<file path="src/verilog/ptpu_regs.vh">
// constants for the port traffic policy unit
// assumes a 10 MHz core clock and byte-granular frame length counting
`ifndef PTPU_REGS_VH
`define PTPU_REGS_VH
`define PTPU_CLK_HZ 32'd10000000
`define PTPU_INTERVAL_S 32'd1
`define PTPU_INTERVAL_CYC (`PTPU_CLK_HZ * `PTPU_INTERVAL_S)
`define PTPU_VID_MAX 12'hffe
`define PTPU_FRAME_MIN 14'd1518
`define PTPU_FRAME_MAX 14'd12196
`define PTPU_RX_FULL_A 32'd100000000
`define PTPU_TX_FULL_A 32'd1000000000
`define PTPU_FULL_RATE_BYTES 32'd125000000
`define PTPU_PAUSE_MARGIN 32'd16384
`define PTPU_VMODE_DEFAULT 3'h0
`define PTPU_LB_NORMAL 3'h0
`define PTPU_LB_PLAIN 3'h1
`define PTPU_LB_SWAP 3'h2
`define PTPU_LB_SWAP_MC 3'h3
`define PTPU_LB_NOLEARN 3'h4
`define PTPU_FA_REMOTE 0
`define PTPU_FA_FIBER 1
`define PTPU_FA_COPPER 2
`endif

</file>
<file path="src/verilog/ptpu_policy.v">
// port traffic policy unit: management vlan, unit settings, rate policing/shaping,
// and warm-start notice. assumes an upstream frame parser presents one frame header
// per valid strobe and a byte-count strobe per port; all inputs are on clk_i.
//
// Notes on behaviour
// RULE_01: management vlan only outside factory default mode
// RULE_02: tag option off: tag untagged management frames
// RULE_03: tag option on: pass only management vlan
// RULE_04: vid zero disables management on data ports
// RULE_05: data vlan maps need both ports tagged
// RULE_06: port pause only when unit pause enabled
// RULE_07: eight link-loss and remote-fault choices
// RULE_08: loopback, swap, multicast clear, no-learning settings
// RULE_09: maximum frame length 1518 to 12196 unit-wide
// RULE_10: priority below threshold low, else high
// RULE_11: warm-start notice after configured delay seconds
// RULE_12: per-port receive limit, zero means full
// RULE_13: receive stops at limit; pause before
// RULE_14: per-port transmit limit, zero means full
// RULE_15: transmit stops at limit; pause before buffers fill
// RULE_16: unit rate enable gates all limiting
// RULE_17: do not set receive and transmit limits together
// RULE_18: saved settings take effect after restart
`timescale 1ns/1ps
`include "ptpu_regs.vh"
module ptpu_policy #(
  parameter INTERVAL_CYC = `PTPU_INTERVAL_CYC
) (
  input wire clk_i,
  input wire rst_i,
  input wire restart_i,
  input wire [2:0] sav_vlan_mode_i,
  input wire [11:0] sav_mgmt_vid_i,
  input wire sav_ext_tag_req_i,
  input wire sav_tag_a_i,
  input wire sav_tag_data_i,
  input wire sav_global_pause_i,
  input wire [2:0] sav_link_loss_sel_i,
  input wire [2:0] sav_loopback_i,
  input wire [13:0] sav_max_frame_i,
  input wire [2:0] sav_prio_thresh_i,
  input wire [7:0] sav_boot_delay_i,
  input wire sav_rate_en_i,
  input wire [31:0] sav_rx_lim_a_i,
  input wire [31:0] sav_rx_lim_d_i,
  input wire [31:0] sav_tx_lim_a_i,
  input wire [31:0] sav_tx_lim_d_i,
  input wire ext_frm_valid_i,
  input wire ext_frm_tagged_i,
  input wire [11:0] ext_frm_vid_i,
  input wire frm_valid_i,
  input wire [2:0] frm_prio_i,
  input wire [13:0] frm_len_i,
  input wire [1:0] rx_bytes_vld_i,
  input wire [13:0] rx_bytes_a_i,
  input wire [13:0] rx_bytes_d_i,
  input wire [1:0] tx_bytes_vld_i,
  input wire [13:0] tx_bytes_a_i,
  input wire [13:0] tx_bytes_d_i,
  input wire [1:0] tx_buf_near_full_i,
  input wire [1:0] port_pause_allow_i,
  output reg ext_pass_o,
  output reg ext_insert_tag_o,
  output reg [11:0] ext_vid_o,
  output reg mgmt_on_data_ports_o,
  output reg data_vlan_map_en_o,
  output reg frm_high_prio_o,
  output reg frm_too_long_o,
  output reg remote_fault_en_o,
  output reg fiber_loss_prop_en_o,
  output reg copper_loss_prop_en_o,
  output reg loop_en_o,
  output reg loop_swap_o,
  output reg loop_clear_mc_o,
  output reg learn_dis_o,
  output reg [1:0] rx_block_o,
  output reg [1:0] tx_block_o,
  output reg [1:0] pause_o,
  output reg warm_start_o
);

  // active settings: only copied from the saved set at restart [RULE_18]
  reg [2:0] vmode_q;
  reg [11:0] mvid_q;
  reg ext_tag_q;
  reg tag_a_q;
  reg tag_d_q;
  reg gpause_q;
  reg [2:0] lls_q;
  reg [2:0] lb_q;
  reg [13:0] maxf_q;
  reg [2:0] pth_q;
  reg [7:0] bdly_q;
  reg rate_q;
  reg [31:0] lim_q [0:3];

  // a restart pulse also clears counters and re-arms the warm-start delay
  reg [31:0] tick_cnt_q;
  reg sec_q;
  reg [7:0] sec_left_q;
  reg ws_pend_q;
  reg [31:0] used_q [0:3];
  // one loop index per process so no variable has two drivers
  integer i;
  integer j;
  integer k;

  // zero or the printed full value mean the full 1000 mbps byte budget
  function [31:0] budget;
    input [31:0] lim;
    input [31:0] full_alias;
    begin
      if (lim == 32'h0 || lim == full_alias || lim > `PTPU_FULL_RATE_BYTES)
        budget = `PTPU_FULL_RATE_BYTES;
      else
        budget = lim;
    end
  endfunction

  // clamp the frame limit into the legal window
  function [13:0] clamp_len;
    input [13:0] v;
    begin
      if (v < `PTPU_FRAME_MIN)
        clamp_len = `PTPU_FRAME_MIN;
      else if (v > `PTPU_FRAME_MAX)
        clamp_len = `PTPU_FRAME_MAX;
      else
        clamp_len = v;
    end
  endfunction

  // load defaults on reset and latch the saved configuration on restart
  always @(posedge clk_i) begin
    if (rst_i) begin
      vmode_q <= `PTPU_VMODE_DEFAULT;
      mvid_q <= 12'h000;
      ext_tag_q <= 1'b0;
      tag_a_q <= 1'b0;
      tag_d_q <= 1'b0;
      gpause_q <= 1'b0;
      lls_q <= 3'h0;
      lb_q <= `PTPU_LB_NORMAL;
      maxf_q <= `PTPU_FRAME_MIN;
      pth_q <= 3'h4;
      bdly_q <= 8'h00;
      rate_q <= 1'b0;
      for (i = 0; i < 4; i = i + 1)
        lim_q[i] <= 32'h0;
    end else if (restart_i) begin // [RULE_18]
      vmode_q <= sav_vlan_mode_i;
      // out-of-range ids are taken as zero, i.e. management off [RULE_04]
      mvid_q <= (sav_mgmt_vid_i > `PTPU_VID_MAX) ? 12'h000 : sav_mgmt_vid_i;
      ext_tag_q <= sav_ext_tag_req_i;
      tag_a_q <= sav_tag_a_i;
      tag_d_q <= sav_tag_data_i;
      gpause_q <= sav_global_pause_i;
      lls_q <= sav_link_loss_sel_i;
      // unknown loopback codes fall back to normal traffic
      lb_q <= (sav_loopback_i > `PTPU_LB_NOLEARN) ? `PTPU_LB_NORMAL : sav_loopback_i;
      maxf_q <= clamp_len(sav_max_frame_i); // [RULE_09]
      pth_q <= sav_prio_thresh_i;
      bdly_q <= sav_boot_delay_i;
      rate_q <= sav_rate_en_i;
      lim_q[0] <= budget(sav_rx_lim_a_i, `PTPU_RX_FULL_A); // [RULE_12]
      lim_q[1] <= budget(sav_rx_lim_d_i, `PTPU_RX_FULL_A);
      lim_q[2] <= budget(sav_tx_lim_a_i, `PTPU_TX_FULL_A); // [RULE_14]
      lim_q[3] <= budget(sav_tx_lim_d_i, `PTPU_TX_FULL_A);
    end
  end

  // external management port policy, registered per frame
  always @(posedge clk_i) begin
    if (rst_i) begin
      ext_pass_o <= 1'b0;
      ext_insert_tag_o <= 1'b0;
      ext_vid_o <= 12'h000;
    end else if (ext_frm_valid_i) begin
      ext_vid_o <= mvid_q;
      if (vmode_q == `PTPU_VMODE_DEFAULT) begin // [RULE_01]
        ext_pass_o <= 1'b1;
        ext_insert_tag_o <= 1'b0;
      end else if (ext_tag_q) begin
        ext_pass_o <= ext_frm_tagged_i && (ext_frm_vid_i == mvid_q); // [RULE_03]
        ext_insert_tag_o <= 1'b0;
      end else begin
        ext_pass_o <= 1'b1;
        ext_insert_tag_o <= !ext_frm_tagged_i && (mvid_q != 12'h000); // [RULE_02]
      end
    end
  end

  // frame classification for the data path
  always @(posedge clk_i) begin
    if (rst_i) begin
      frm_high_prio_o <= 1'b0;
      frm_too_long_o <= 1'b0;
    end else if (frm_valid_i) begin
      frm_high_prio_o <= (frm_prio_i >= pth_q); // [RULE_10]
      frm_too_long_o <= (frm_len_i > maxf_q); // [RULE_09]
    end
  end

  // static unit controls decoded from the active set
  always @(posedge clk_i) begin
    if (rst_i) begin
      mgmt_on_data_ports_o <= 1'b0;
      data_vlan_map_en_o <= 1'b0;
      remote_fault_en_o <= 1'b0;
      fiber_loss_prop_en_o <= 1'b0;
      copper_loss_prop_en_o <= 1'b0;
      loop_en_o <= 1'b0;
      loop_swap_o <= 1'b0;
      loop_clear_mc_o <= 1'b0;
      learn_dis_o <= 1'b0;
    end else begin
      mgmt_on_data_ports_o <= (vmode_q != `PTPU_VMODE_DEFAULT) &&
                              (mvid_q != 12'h000); // [RULE_04] [RULE_01]
      data_vlan_map_en_o <= tag_a_q && tag_d_q; // [RULE_05]
      // three enable bits cover all eight choices [RULE_07]
      remote_fault_en_o <= lls_q[`PTPU_FA_REMOTE];
      fiber_loss_prop_en_o <= lls_q[`PTPU_FA_FIBER];
      copper_loss_prop_en_o <= lls_q[`PTPU_FA_COPPER];
      loop_en_o <= (lb_q == `PTPU_LB_PLAIN) || (lb_q == `PTPU_LB_SWAP) ||
                   (lb_q == `PTPU_LB_SWAP_MC); // [RULE_08]
      loop_swap_o <= (lb_q == `PTPU_LB_SWAP) || (lb_q == `PTPU_LB_SWAP_MC);
      loop_clear_mc_o <= (lb_q == `PTPU_LB_SWAP_MC);
      learn_dis_o <= (lb_q == `PTPU_LB_NOLEARN);
    end
  end

  // one-second tick; restart realigns the interval
  always @(posedge clk_i) begin
    if (rst_i || restart_i) begin
      tick_cnt_q <= 32'h0;
      sec_q <= 1'b0;
    end else if (tick_cnt_q == INTERVAL_CYC - 1) begin
      tick_cnt_q <= 32'h0;
      sec_q <= 1'b1;
    end else begin
      tick_cnt_q <= tick_cnt_q + 32'h1;
      sec_q <= 1'b0;
    end
  end

  // byte usage per port and direction: 0 rx a, 1 rx data, 2 tx a, 3 tx data
  wire [3:0] cnt_vld;
  wire [13:0] cnt_by [0:3];
  assign cnt_vld = {tx_bytes_vld_i, rx_bytes_vld_i};
  assign cnt_by[0] = rx_bytes_a_i;
  assign cnt_by[1] = rx_bytes_d_i;
  assign cnt_by[2] = tx_bytes_a_i;
  assign cnt_by[3] = tx_bytes_d_i;

  // counters saturate so a long interval cannot wrap past the budget
  always @(posedge clk_i) begin
    if (rst_i || restart_i) begin
      for (j = 0; j < 4; j = j + 1)
        used_q[j] <= 32'h0;
    end else begin
      for (j = 0; j < 4; j = j + 1) begin
        if (sec_q)
          used_q[j] <= 32'h0; // [RULE_13] [RULE_15]
        else if (cnt_vld[j] && used_q[j] < lim_q[j])
          used_q[j] <= used_q[j] + {18'h0, cnt_by[j]};
      end
    end
  end

  // block and pause; the margin raises pause before the cutoff
  always @(posedge clk_i) begin
    if (rst_i) begin
      rx_block_o <= 2'b00;
      tx_block_o <= 2'b00;
      pause_o <= 2'b00;
    end else begin
      for (k = 0; k < 2; k = k + 1) begin
        // all limiting is off while the unit rate enable is clear [RULE_16]
        rx_block_o[k] <= rate_q && (used_q[k] >= lim_q[k]); // [RULE_13]
        tx_block_o[k] <= rate_q && (used_q[k+2] >= lim_q[k+2]); // [RULE_15]
        // pause needs unit and port permission [RULE_06]
        pause_o[k] <= gpause_q && port_pause_allow_i[k] &&
                      ((rate_q && (used_q[k] + `PTPU_PAUSE_MARGIN >= lim_q[k])) ||
                       tx_buf_near_full_i[k]); // [RULE_13] [RULE_15]
      end
    end
  end

  // warm-start notice after the configured whole seconds [RULE_11]
  always @(posedge clk_i) begin
    if (rst_i) begin
      ws_pend_q <= 1'b0;
      sec_left_q <= 8'h00;
      warm_start_o <= 1'b0;
    end else if (restart_i) begin
      ws_pend_q <= 1'b1;
      sec_left_q <= sav_boot_delay_i;
      warm_start_o <= 1'b0;
    end else if (ws_pend_q && sec_left_q == 8'h00) begin
      ws_pend_q <= 1'b0;
      warm_start_o <= 1'b1; // [RULE_11]
    end else begin
      warm_start_o <= 1'b0;
      if (ws_pend_q && sec_q)
        sec_left_q <= sec_left_q - 8'h01;
    end
  end

endmodule

</file>
<file path="config.mk">
export PLATFORM = sky130hd
export DESIGN_NAME = ptpu_policy
export DESIGN_NICKNAME = d
export VERILOG_FILES = /design/src/verilog/ptpu_policy.v
export VERILOG_INCLUDE_DIRS = /design/src /design/src/verilog
export SDC_FILE = /design/constraint.sdc
export NUM_CORES = 1
export LEC_CHECK = 0
export BUFFER_PORTS_ARGS = -buffer_cell sky130_fd_sc_hd__buf_2
export CAP_MARGIN = 0
export CORE_MARGIN = 8
export CORE_UTILIZATION = 41
export CTS_BUF_LIST = sky130_fd_sc_hd__clkbuf_16
export DETAILED_ROUTE_END_ITERATION = 16
export GPL_TIMING_DRIVEN = 0
export PLACE_DENSITY = 0.58
export SLEW_MARGIN = 20
export SYNTH_ARGS = -nofsm -noshare
export SYNTH_HDL_FRONTEND = slang
export SYNTH_SLANG_ARGS = --single-unit
export TNS_END_PERCENT = 20
</file>
<file path="constraint.sdc">
create_clock -name clk_i -period 9.7 [get_ports clk_i]
set_input_delay 0.485 -clock clk_i [delete_from_list [all_inputs] [get_ports clk_i]]
set_output_delay 0.485 -clock clk_i [all_outputs]
set_load 0.02 [all_outputs]
</file>
==> results of run 1 <==
routing by layer:
metal / routed length (um) / vias to the layer above
met5: 13 / -
met2: 31200 / 463
met1: 29900 / 9135
met3: 3560 / 93
li1: - / 9332
met4: 1980 / 2
cells in the final DEF, fill, tap and decap left out, drive strengths merged, types with 11 or more instances in the layout:
master,synthesis,routed
ha,241,241
or3,23,23
xor2,111,111
clkbuf,44,94
edfxtp,256,256
nand2b,13,13
o21ai,70,70
and3,36,36
nor2b,29,29
nor3,49,49
nor4,32,32
or2,11,11
a21oi,114,114
buf,10,321
and4,14,14
a31oi,16,16
a21o,71,71
o211ai,14,14
nand2,126,126
a211oi,17,17
conb,1,20
nand4,72,72
a22o,11,11
dfxtp,117,117
o21a,22,22
and2,69,69
xnor2,65,65
nand3,56,56
inv,181,201
nor2,357,357
clkinv,2,17
mux2i,27,27
kinds of logic (layout without fill, tap and decap cells):
kind of cell | after synthesis | in the layout | synth area share (%)
AOI/OAI and AO/OA | 407 | 407 | 11.7
xor gates and xnor gates | 176 | 176 | 6.68
adders and majority gates | 245 | 245 | 13.4
buffers and inverters | 237 | 634 | 3.89
DFF | 373 | 373 | 43.4
muxes | 27 | 27 | 1.17
other | 1 | 26 | 0.0162
and+or+nand+nor | 922 | 922 | 19.7
cell type report:
type                    count  area [sq um]  area share (%)
diodes                      6          15.0          0.0551
plain buffers              54           215           0.790
multi-input cells        1797         12300            45.0
clock buffers              50          1250            4.59
inverters                 183           692            2.54
clock inverters            36           204           0.748
flip-flops and latches    373         10000            36.8
repair buffers            311          1650            6.04
well taps                 756           946            3.47
tightest hold or removal path: stages:
cell	delay, ns
sky130_fd_sc_hd__buf_2	0.07
sky130_fd_sc_hd__nand2_1	0.04
sky130_fd_sc_hd__o211ai_1	0.06
flip-flops by register name, summed over array words and instances, names as in the netlist, 2 cells and up:
signal / flops
ext_vid_o: 12
lb_q: 3
lim_q: 128
lls_q: 3
maxf_q: 14
mvid_q: 12
pause_o: 2
pth_q: 3
rx_block_o: 2
sec_left_q: 8
tick_cnt_q: 32
tx_block_o: 2
used_q: 128
vmode_q: 3
power by group through the flow:
stage	Combinational [mW]	Sequential (mW)	Clock, mW
3_3_place_gp	0.664	1.91	0
5_1_grt	0.785	1.89	1.76
6_report	0.695	1.87	1.66
2_1_floorplan	0.450	1.89	0
4_1_cts	0.700	1.88	1.70
3_5_place_dp	0.694	1.91	0
through the flow:
stage	std cells	TNS, ns
6_report	3566	0
2_1_floorplan	2407	0
4_1_cts	3560	0
3_3_place_gp	3470	-143.59
5_1_grt	3562	0
3_5_place_dp	3474	0
how the worst max path moves through the flow:
stage	from	end	slack (ns)	cells past startpoint
finish	restart_i	used_q[0][3]	5.88	7
global placement	restart_i	used_q[3][22]	-2.21	5
global route	restart_i	used_q[0][3]	5.58	7
floorplan	restart_i	used_q[3][0]	3.03	5
CTS	restart_i	used_q[0][3]	5.82	7
detailed placement	restart_i	used_q[0][3]	5.20	7
==> out/results.txt, run 1 <==
Timing analysis after detailed placement gives a worst setup slack of 5.20 ns. The number of I/O port buffers was 307. Walking the worst path, the cells encountered are clkbuf_1, nor2_2, clkinv_4, nor2_2, o211ai_1, clkbuf_1, nor3b_1. The number of antenna violations at the first check in global routing is 6. Once placement finished, the instance area stood at 0.0258 sq mm. The number of buffers created by CTS was 46.

After clock tree synthesis, the flow added hold-fix buffers numbering 0. The die is 253 um wide. The run gives 310 as the number of ports placed on the die boundary. The detailed placer's ending HPWL is 52500 um. The tools report the final instance area as 0.0273 sq mm. From synthesis to final layout, the design area changed by 18.0%. The critical path contains buffers and inverters numbering 3 combined. Clock-pin slew was measured on the worst setup and hold paths at 0.05 ns.

The signal arrival time at the worst endpoint was 4.23 ns; the number of buffers inserted to repair setup after CTS was 0. The worst path needs 3.82 ns of the cycle, external delays included. In the synthesized netlist, the cells that appear most often are 356 x sky130_fd_sc_hd__nor2_1, 256 x sky130_fd_sc_hd__edfxtp_1, 241 x sky130_fd_sc_hd__ha_1. For this run, design rule violations remaining after detail routing come to 0. After floorplanning, the core was sized to cover 0.0561 sq mm. The run gives 34.3% as the global routing usage on met2. The vertical die dimension came out at 253 um. In this design, the stage delay of the slowest critical-path cell is 0.96 ns. In this design, the largest share of critical-path delay is due to simple AND/OR/NAND/NOR gates. The worst register-to-register path ends at pause_o[1]. Clock skew on the completed layout was measured at 0.0151 ns. Hold timing on the final database bottoms out at a slack of 0.136 ns. Worst reg2reg path depth: 13. The cell type with the highest aggregate area in the netlist is sky130_fd_sc_hd__edfxtp_1. The maximum achievable frequency is 262 MHz, and the final-stage net count is 3289. The portion of total power attributed to the clock network was 39.2%.

The clock passes through at most 3 buffers. For the worst setup path, the data required time is 10.11 ns. Setup repair after global routing left no endpoint under its margin. The global routing stage identified its most utilized layer as met2.

The worst-case IR drop observed on VDD is 0.119 mV. For flop-to-flop paths, the worst setup slack is 6.34 ns. TritonCTS built the clock tree. The number of nets with antenna violations after detailed routing was 0. The critical-path maximum fanout is 74. The tools report the number of global-route vias before repair as 19400. The critical path is of the input pin to flip-flop type. Dividing the detail-routed wire length by the instance count gives 18.7 um. The flow ran to the end, and the final reports show no timing, DRC or antenna violations. The logs give 3.05 mW for the cell internal power dissipation and 20.4% for the combined global-route utilization of all metal layers. By area the synthesized netlist is led by sky130_fd_sc_hd__edfxtp_1 33%, sky130_fd_sc_hd__ha_1 13%, sky130_fd_sc_hd__dfxtp_1 10%.

The routed via count divided by cell count was 5.34. Clock sink count: 373. The element type at the critical path end is a flip-flop. The slowest cell on the critical path is sky130_fd_sc_hd__nor2_2.

Among all cell types in the netlist, the one instantiated most often is sky130_fd_sc_hd__nor2_1. The number of flops mapped to enable cells by yosys is 256. Global routing consumed, on the met3 layer, 3.40% of the routing resources.

For the routed wire length, the log shows 66700 um. The total overflow left after global routing is 0. The share of synthesized area in the top cell type comes to 33.3%. The H-tree generated during clock tree synthesis spans 2 levels. The most instantiated flip-flop cell in the synthesis netlist is sky130_fd_sc_hd__edfxtp_1. The logs give 0.0642 sq mm for the area of the die and 2388 for the number of standard cells after synthesis. The proportion of total power due to net switching was 27.9%. The startpoint identified for the worst hold timing path is sav_prio_thresh_i[2]. For this run, asynchronously set or reset flops after synthesis account for 0%. In this run, synthesis produced a sequential element count of 373. For this design the static power due to leakage is 12.3 nW. The source of the worst register-to-register timing path was used_q[1][14]. The number of endpoints with negative hold slack in the final report is 0. The tools report the final worst setup slack as 5.88 ns.

Entering global routing, the biggest net connects 75 pins. Of the synthesized area, sequential elements account for 43.4%. The run gives 0 as the max-capacitance violation count.

The instance count along the most critical hold path came out at 3. STA classifies the critical path startpoint as an input pin. The tools report the starting density of the core as 41.2%.

Summing internal, switching and leakage power gives 4.23 mW. Averaged over all synthesized cells, the footprint is 9.67 sq um. The proportion of layout cells with a drive suffix above 1 works out to 15.2%. The Yosys step of the flow raised 0 warnings. For the pin with the worst max-slew slack, the measured transition is 1.22 ns.

Combinational cells account for 16.4% of the total power. Yosys mapped the design onto 81 distinct sky130hd cell types. The tools report the worst hold path endpoint as pth_q[2].

In this run the core area contains 87 standard-cell rows. The worst path uses 39.4% of the clock period. The power per unit of standard cell area was 155 mW/mm^2. For this block, the via count after detailed routing is 19000.

The relative max-transition margin was 18.7%; the clock insertion delay at the later pin of the skew report was 0.58 ns. The fraction of the core area covered by cells at the end of the flow was 48.6%; the reported net switching power was 1.18 mW. For this block, the initial DRC count from the detailed router was 1060.

The synthesized area came out at 0.0231 sq mm. The root buffer cell chosen for the clock tree is sky130_fd_sc_hd__clkbuf_16. For this run, global-route usage on met1 was measured as 26.7%. Routability-driven placement finished with a final weighted congestion of 0.897. The logs give 0 for the max-slew violation count and 105000 um for the wire length of the first global-routing pass. In this run the worst hold path is classified as input pin to flip-flop. After filler insertion, the fill cell instance count of the layout stands at 5332. The detailed-routing iteration count for the pre-antenna-repair pass is 7. The power share of the sequential group is 44.3%, and the total of endpoints with negative setup slack in the final report is 0. In this run, post-CTS repair resized a total of 0 instances.
No activity file was read; power rests on OpenSTA's default activity.
==> run 2, diff against run 1 <==
==> constraint.sdc (replaced) <==
create_clock -name clk_i -period 3.65 [get_ports clk_i]
set_input_delay 0.1825 -clock clk_i [delete_from_list [all_inputs] [get_ports clk_i]]
set_output_delay 0.1825 -clock clk_i [all_outputs]
set_load 0.02 [all_outputs]
==> run 2 against run 1 <==
Compared with the run above: largest power group unchanged; die area stayed put; critical path depth is 6 higher; clock skew is 0.0085 ns higher; sequential power grew to 2.7 times the previous value; critical endpoint is now pause_o[1]; worst setup slack worse by 5.6 ns; via count is 3.1% higher; register-to-register slack worse by 6.0 ns; non-clock buffer count is 172 higher; wire length is 4.2% higher; critical path type is now flip-flop to flip-flop.
==> out/results.txt, run 2 (synthesis results as in run 1) <==
The flow ran to the end, and the final reports show no timing, DRC or antenna violations. The starting density of the core was 41.2%; the layout overhead on the synthesized area was 25.7%. Once detail routing completed, the nets flagged for antenna violations numbered 0. The finished layout holds 3733 standard cells, fillers aside.

The detailed-routing iteration count for the pre-antenna-repair pass is 7. The power per unit of standard cell area was 399 mW/mm^2; the standard cell area after detailed placement was 0.0258 sq mm. The tools report the reg-to-reg setup timing slack as 0.31 ns. The DRC violation count after routing was 0. The tools report the total leakage power as 12.9 nW. On the final layout, the worst clock skew is 0.0237 ns. The path class of the tightest hold or removal check is input pin to flip-flop.

Along the worst path, the maximum fanout reaches 6. The signal arrival time at the worst endpoint is 3.84 ns, and the transition at the pin with the smallest max-transition slack is 1.11 ns. Timing would allow up to 300 MHz. The largest registers in the layout are lim_q: 128 flops, used_q: 128 flops, tick_cnt_q: 32 flops. The tools report the data required time of the worst path as 4.16 ns. The run gives 0.896 as the placer's final routability congestion estimate. The timing startpoint of the critical path was used_q[1][14].

The max-capacitance violation count is 0, and the core region area is 0.0561 sq mm. Once detailed placement completed, the half-perimeter wirelength came to 52500 um. The first global-routing pass estimated 108000 um of wire. Using the TritonRoute via totals, the vias-per-cell ratio works out to 5.25. From left edge to right edge, the die measures 253 um. The worst hold path begins at sav_tx_lim_a_i[17]. The completed layout was analyzed and its total power is 11.6 mW. The tools report the max-slew violation count as 0.

The worst path needs 3.34 ns of the cycle, external delays included. The most common cell after layout, fill and taps aside was sky130_fd_sc_hd__nor2_1. TritonCTS built the clock tree. Once placement completed, the tool counted placed cells totaling 3474. The root buffer selected by CTS is sky130_fd_sc_hd__clkbuf_16.

Across all setup checks in the final design, the least slack found is 0.313 ns. Global routing finished with a remaining overflow of 0. Counting the buffers created by CTS gives 45. The worst setup path is captured at a flip-flop.

After the first detailed-routing iteration, the DRC count stood at 1067. The total of endpoints with negative setup slack in the final report is 0, and the number of antenna violations at the first check in global routing is 0. Setup repair after global routing left no endpoint under its margin. The final-stage net count is 3460.

The number of global-route vias before repair was 20000. Pin placement for this block handled 310 I/O pins. The clock passes through at most 3 buffers.

The top cell types in the final layout, fill and taps aside, are 355 x sky130_fd_sc_hd__nor2_1, 314 x sky130_fd_sc_hd__buf_2, 256 x sky130_fd_sc_hd__edfxtp_1. Across all layers, the routed design uses 19600 vias. The tools report the clock insertion delay at the later pin of the skew report as 0.60 ns.

Buffers placed on the I/O ports in this run total 307. The launching element type of the critical path is a flip-flop. The clock sink count was 373. The H-tree was split into 2 levels. Entering global routing, the biggest net connects 137 pins. The count of standard-cell rows is 87.

Number of endpoints with negative hold slack in the final report: 0. The floorplan step defined a die boundary enclosing 0.0642 sq mm. The worst vdd rail ir drop was 0.315 mV; the proportion of layout cells with a drive suffix above 1 was 14.4%.

By startpoint and endpoint, the worst setup path is classified as flip-flop to flip-flop. In this run the tightest slew margin relative to its limit is 26.0%. The detail-routed net length per standard cell works out to 18.6 um. Prior to clock tree synthesis, the placed netlist has a worst setup slack of -0.644 ns. Across every metal layer, demand over resource in global routing totals 21.3%. The post-CTS clock slew at the launch and capture registers of the worst setup and hold paths is 0.06 ns. In this run the critical register-to-register path is launched from used_q[1][14]. In the finished design, the share of the clock period the worst path needs comes to 91.4%.

The tools report the routed wire length as 69500 um. Once layout is done, the placed cells without fillers occupy 0.0290 sq mm. The vertical die dimension came out at 253 um.
## run 2: cell count changes in the layout (fill, tap and decap cells not counted), moves of 3 or more
cell / change
sky130_fd_sc_hd__inv_6: +3
sky130_fd_sc_hd__inv_1: -6
sky130_fd_sc_hd__inv_2: -6
sky130_fd_sc_hd__clkinv_1: +3
sky130_fd_sc_hd__clkinvlp_4: +4
sky130_fd_sc_hd__clkbuf_16: -4
sky130_fd_sc_hd__bufinv_16: +4
sky130_fd_sc_hd__diode_2: -3
sky130_fd_sc_hd__dlygate4sd3_1: +171
## run 2: final timing paths
path	depth (start not counted)	to
min	3	lim_q[2][17]
max reg2reg	13	pause_o[1]
max	13	pause_o[1]
min reg2reg	1	tick_cnt_q[0]
## run 2: cell type report
type	count	area, sq um
clock buffer	46	1150
fill	5107	27000
buffer	54	214
clock inverter	38	344
antenna	3	7.51
multi-input combinational	1797	12300
tap	756	946
timing repair buffer	483	3360
sequential	373	10000
inverter	183	699
## run 2: worst max-delay path: stages (launching register included)
cell	delay, ns
sky130_fd_sc_hd__edfxtp_1	0.48
sky130_fd_sc_hd__ha_1	0.25
sky130_fd_sc_hd__nand3_1	0.24
sky130_fd_sc_hd__nor3_2	0.36
sky130_fd_sc_hd__and3_1	0.28
sky130_fd_sc_hd__and3_1	0.24
sky130_fd_sc_hd__and3_1	0.27
sky130_fd_sc_hd__nand3_1	0.11
sky130_fd_sc_hd__xnor2_1	0.15
sky130_fd_sc_hd__ha_1	0.30
sky130_fd_sc_hd__nand4_1	0.08
sky130_fd_sc_hd__nor2_1	0.18
sky130_fd_sc_hd__o31ai_1	0.16
sky130_fd_sc_hd__a31oi_1	0.16
## run 2: per-layer routing
metal / GRT usage [%] / vias up / part of all wire (%)
li1: - / 9661 / -
met1: 27.5 / 9353 / 45
met2: 36.4 / 496 / 48
met3: 3.51 / 104 / 4.9
met4: 5.88 / 0 / 2.5
met5: 0 / - / 0
## run 2: power by group
part	leakage [nW]	switching, mW	internal [mW]
logic	8.38	1.11	0.890
registers	3.80	0.182	4.80
clock network	0.746	1.93	2.67
total	12.9	3.22	8.35
## run 2: stage by stage
step                utilization (%)  TNS (ns)  hold WS, ns
detailed placement             46.0    -65.71        0.418
finish                         51.8         0       0.0372
global route                   51.7         0       0.0341
floorplan                         -         0        0.266
CTS                            51.7         0      0.00193
global placement               45.7   -377.03        0.412
## run 2: repair_timing
action	4_1_cts	5_1_grt
endpoints found under the hold margin	163	0
setup buffers	0	0
gates resized for setup	1	1
endpoints found under the setup margin	1	1
hold buffers	171	0
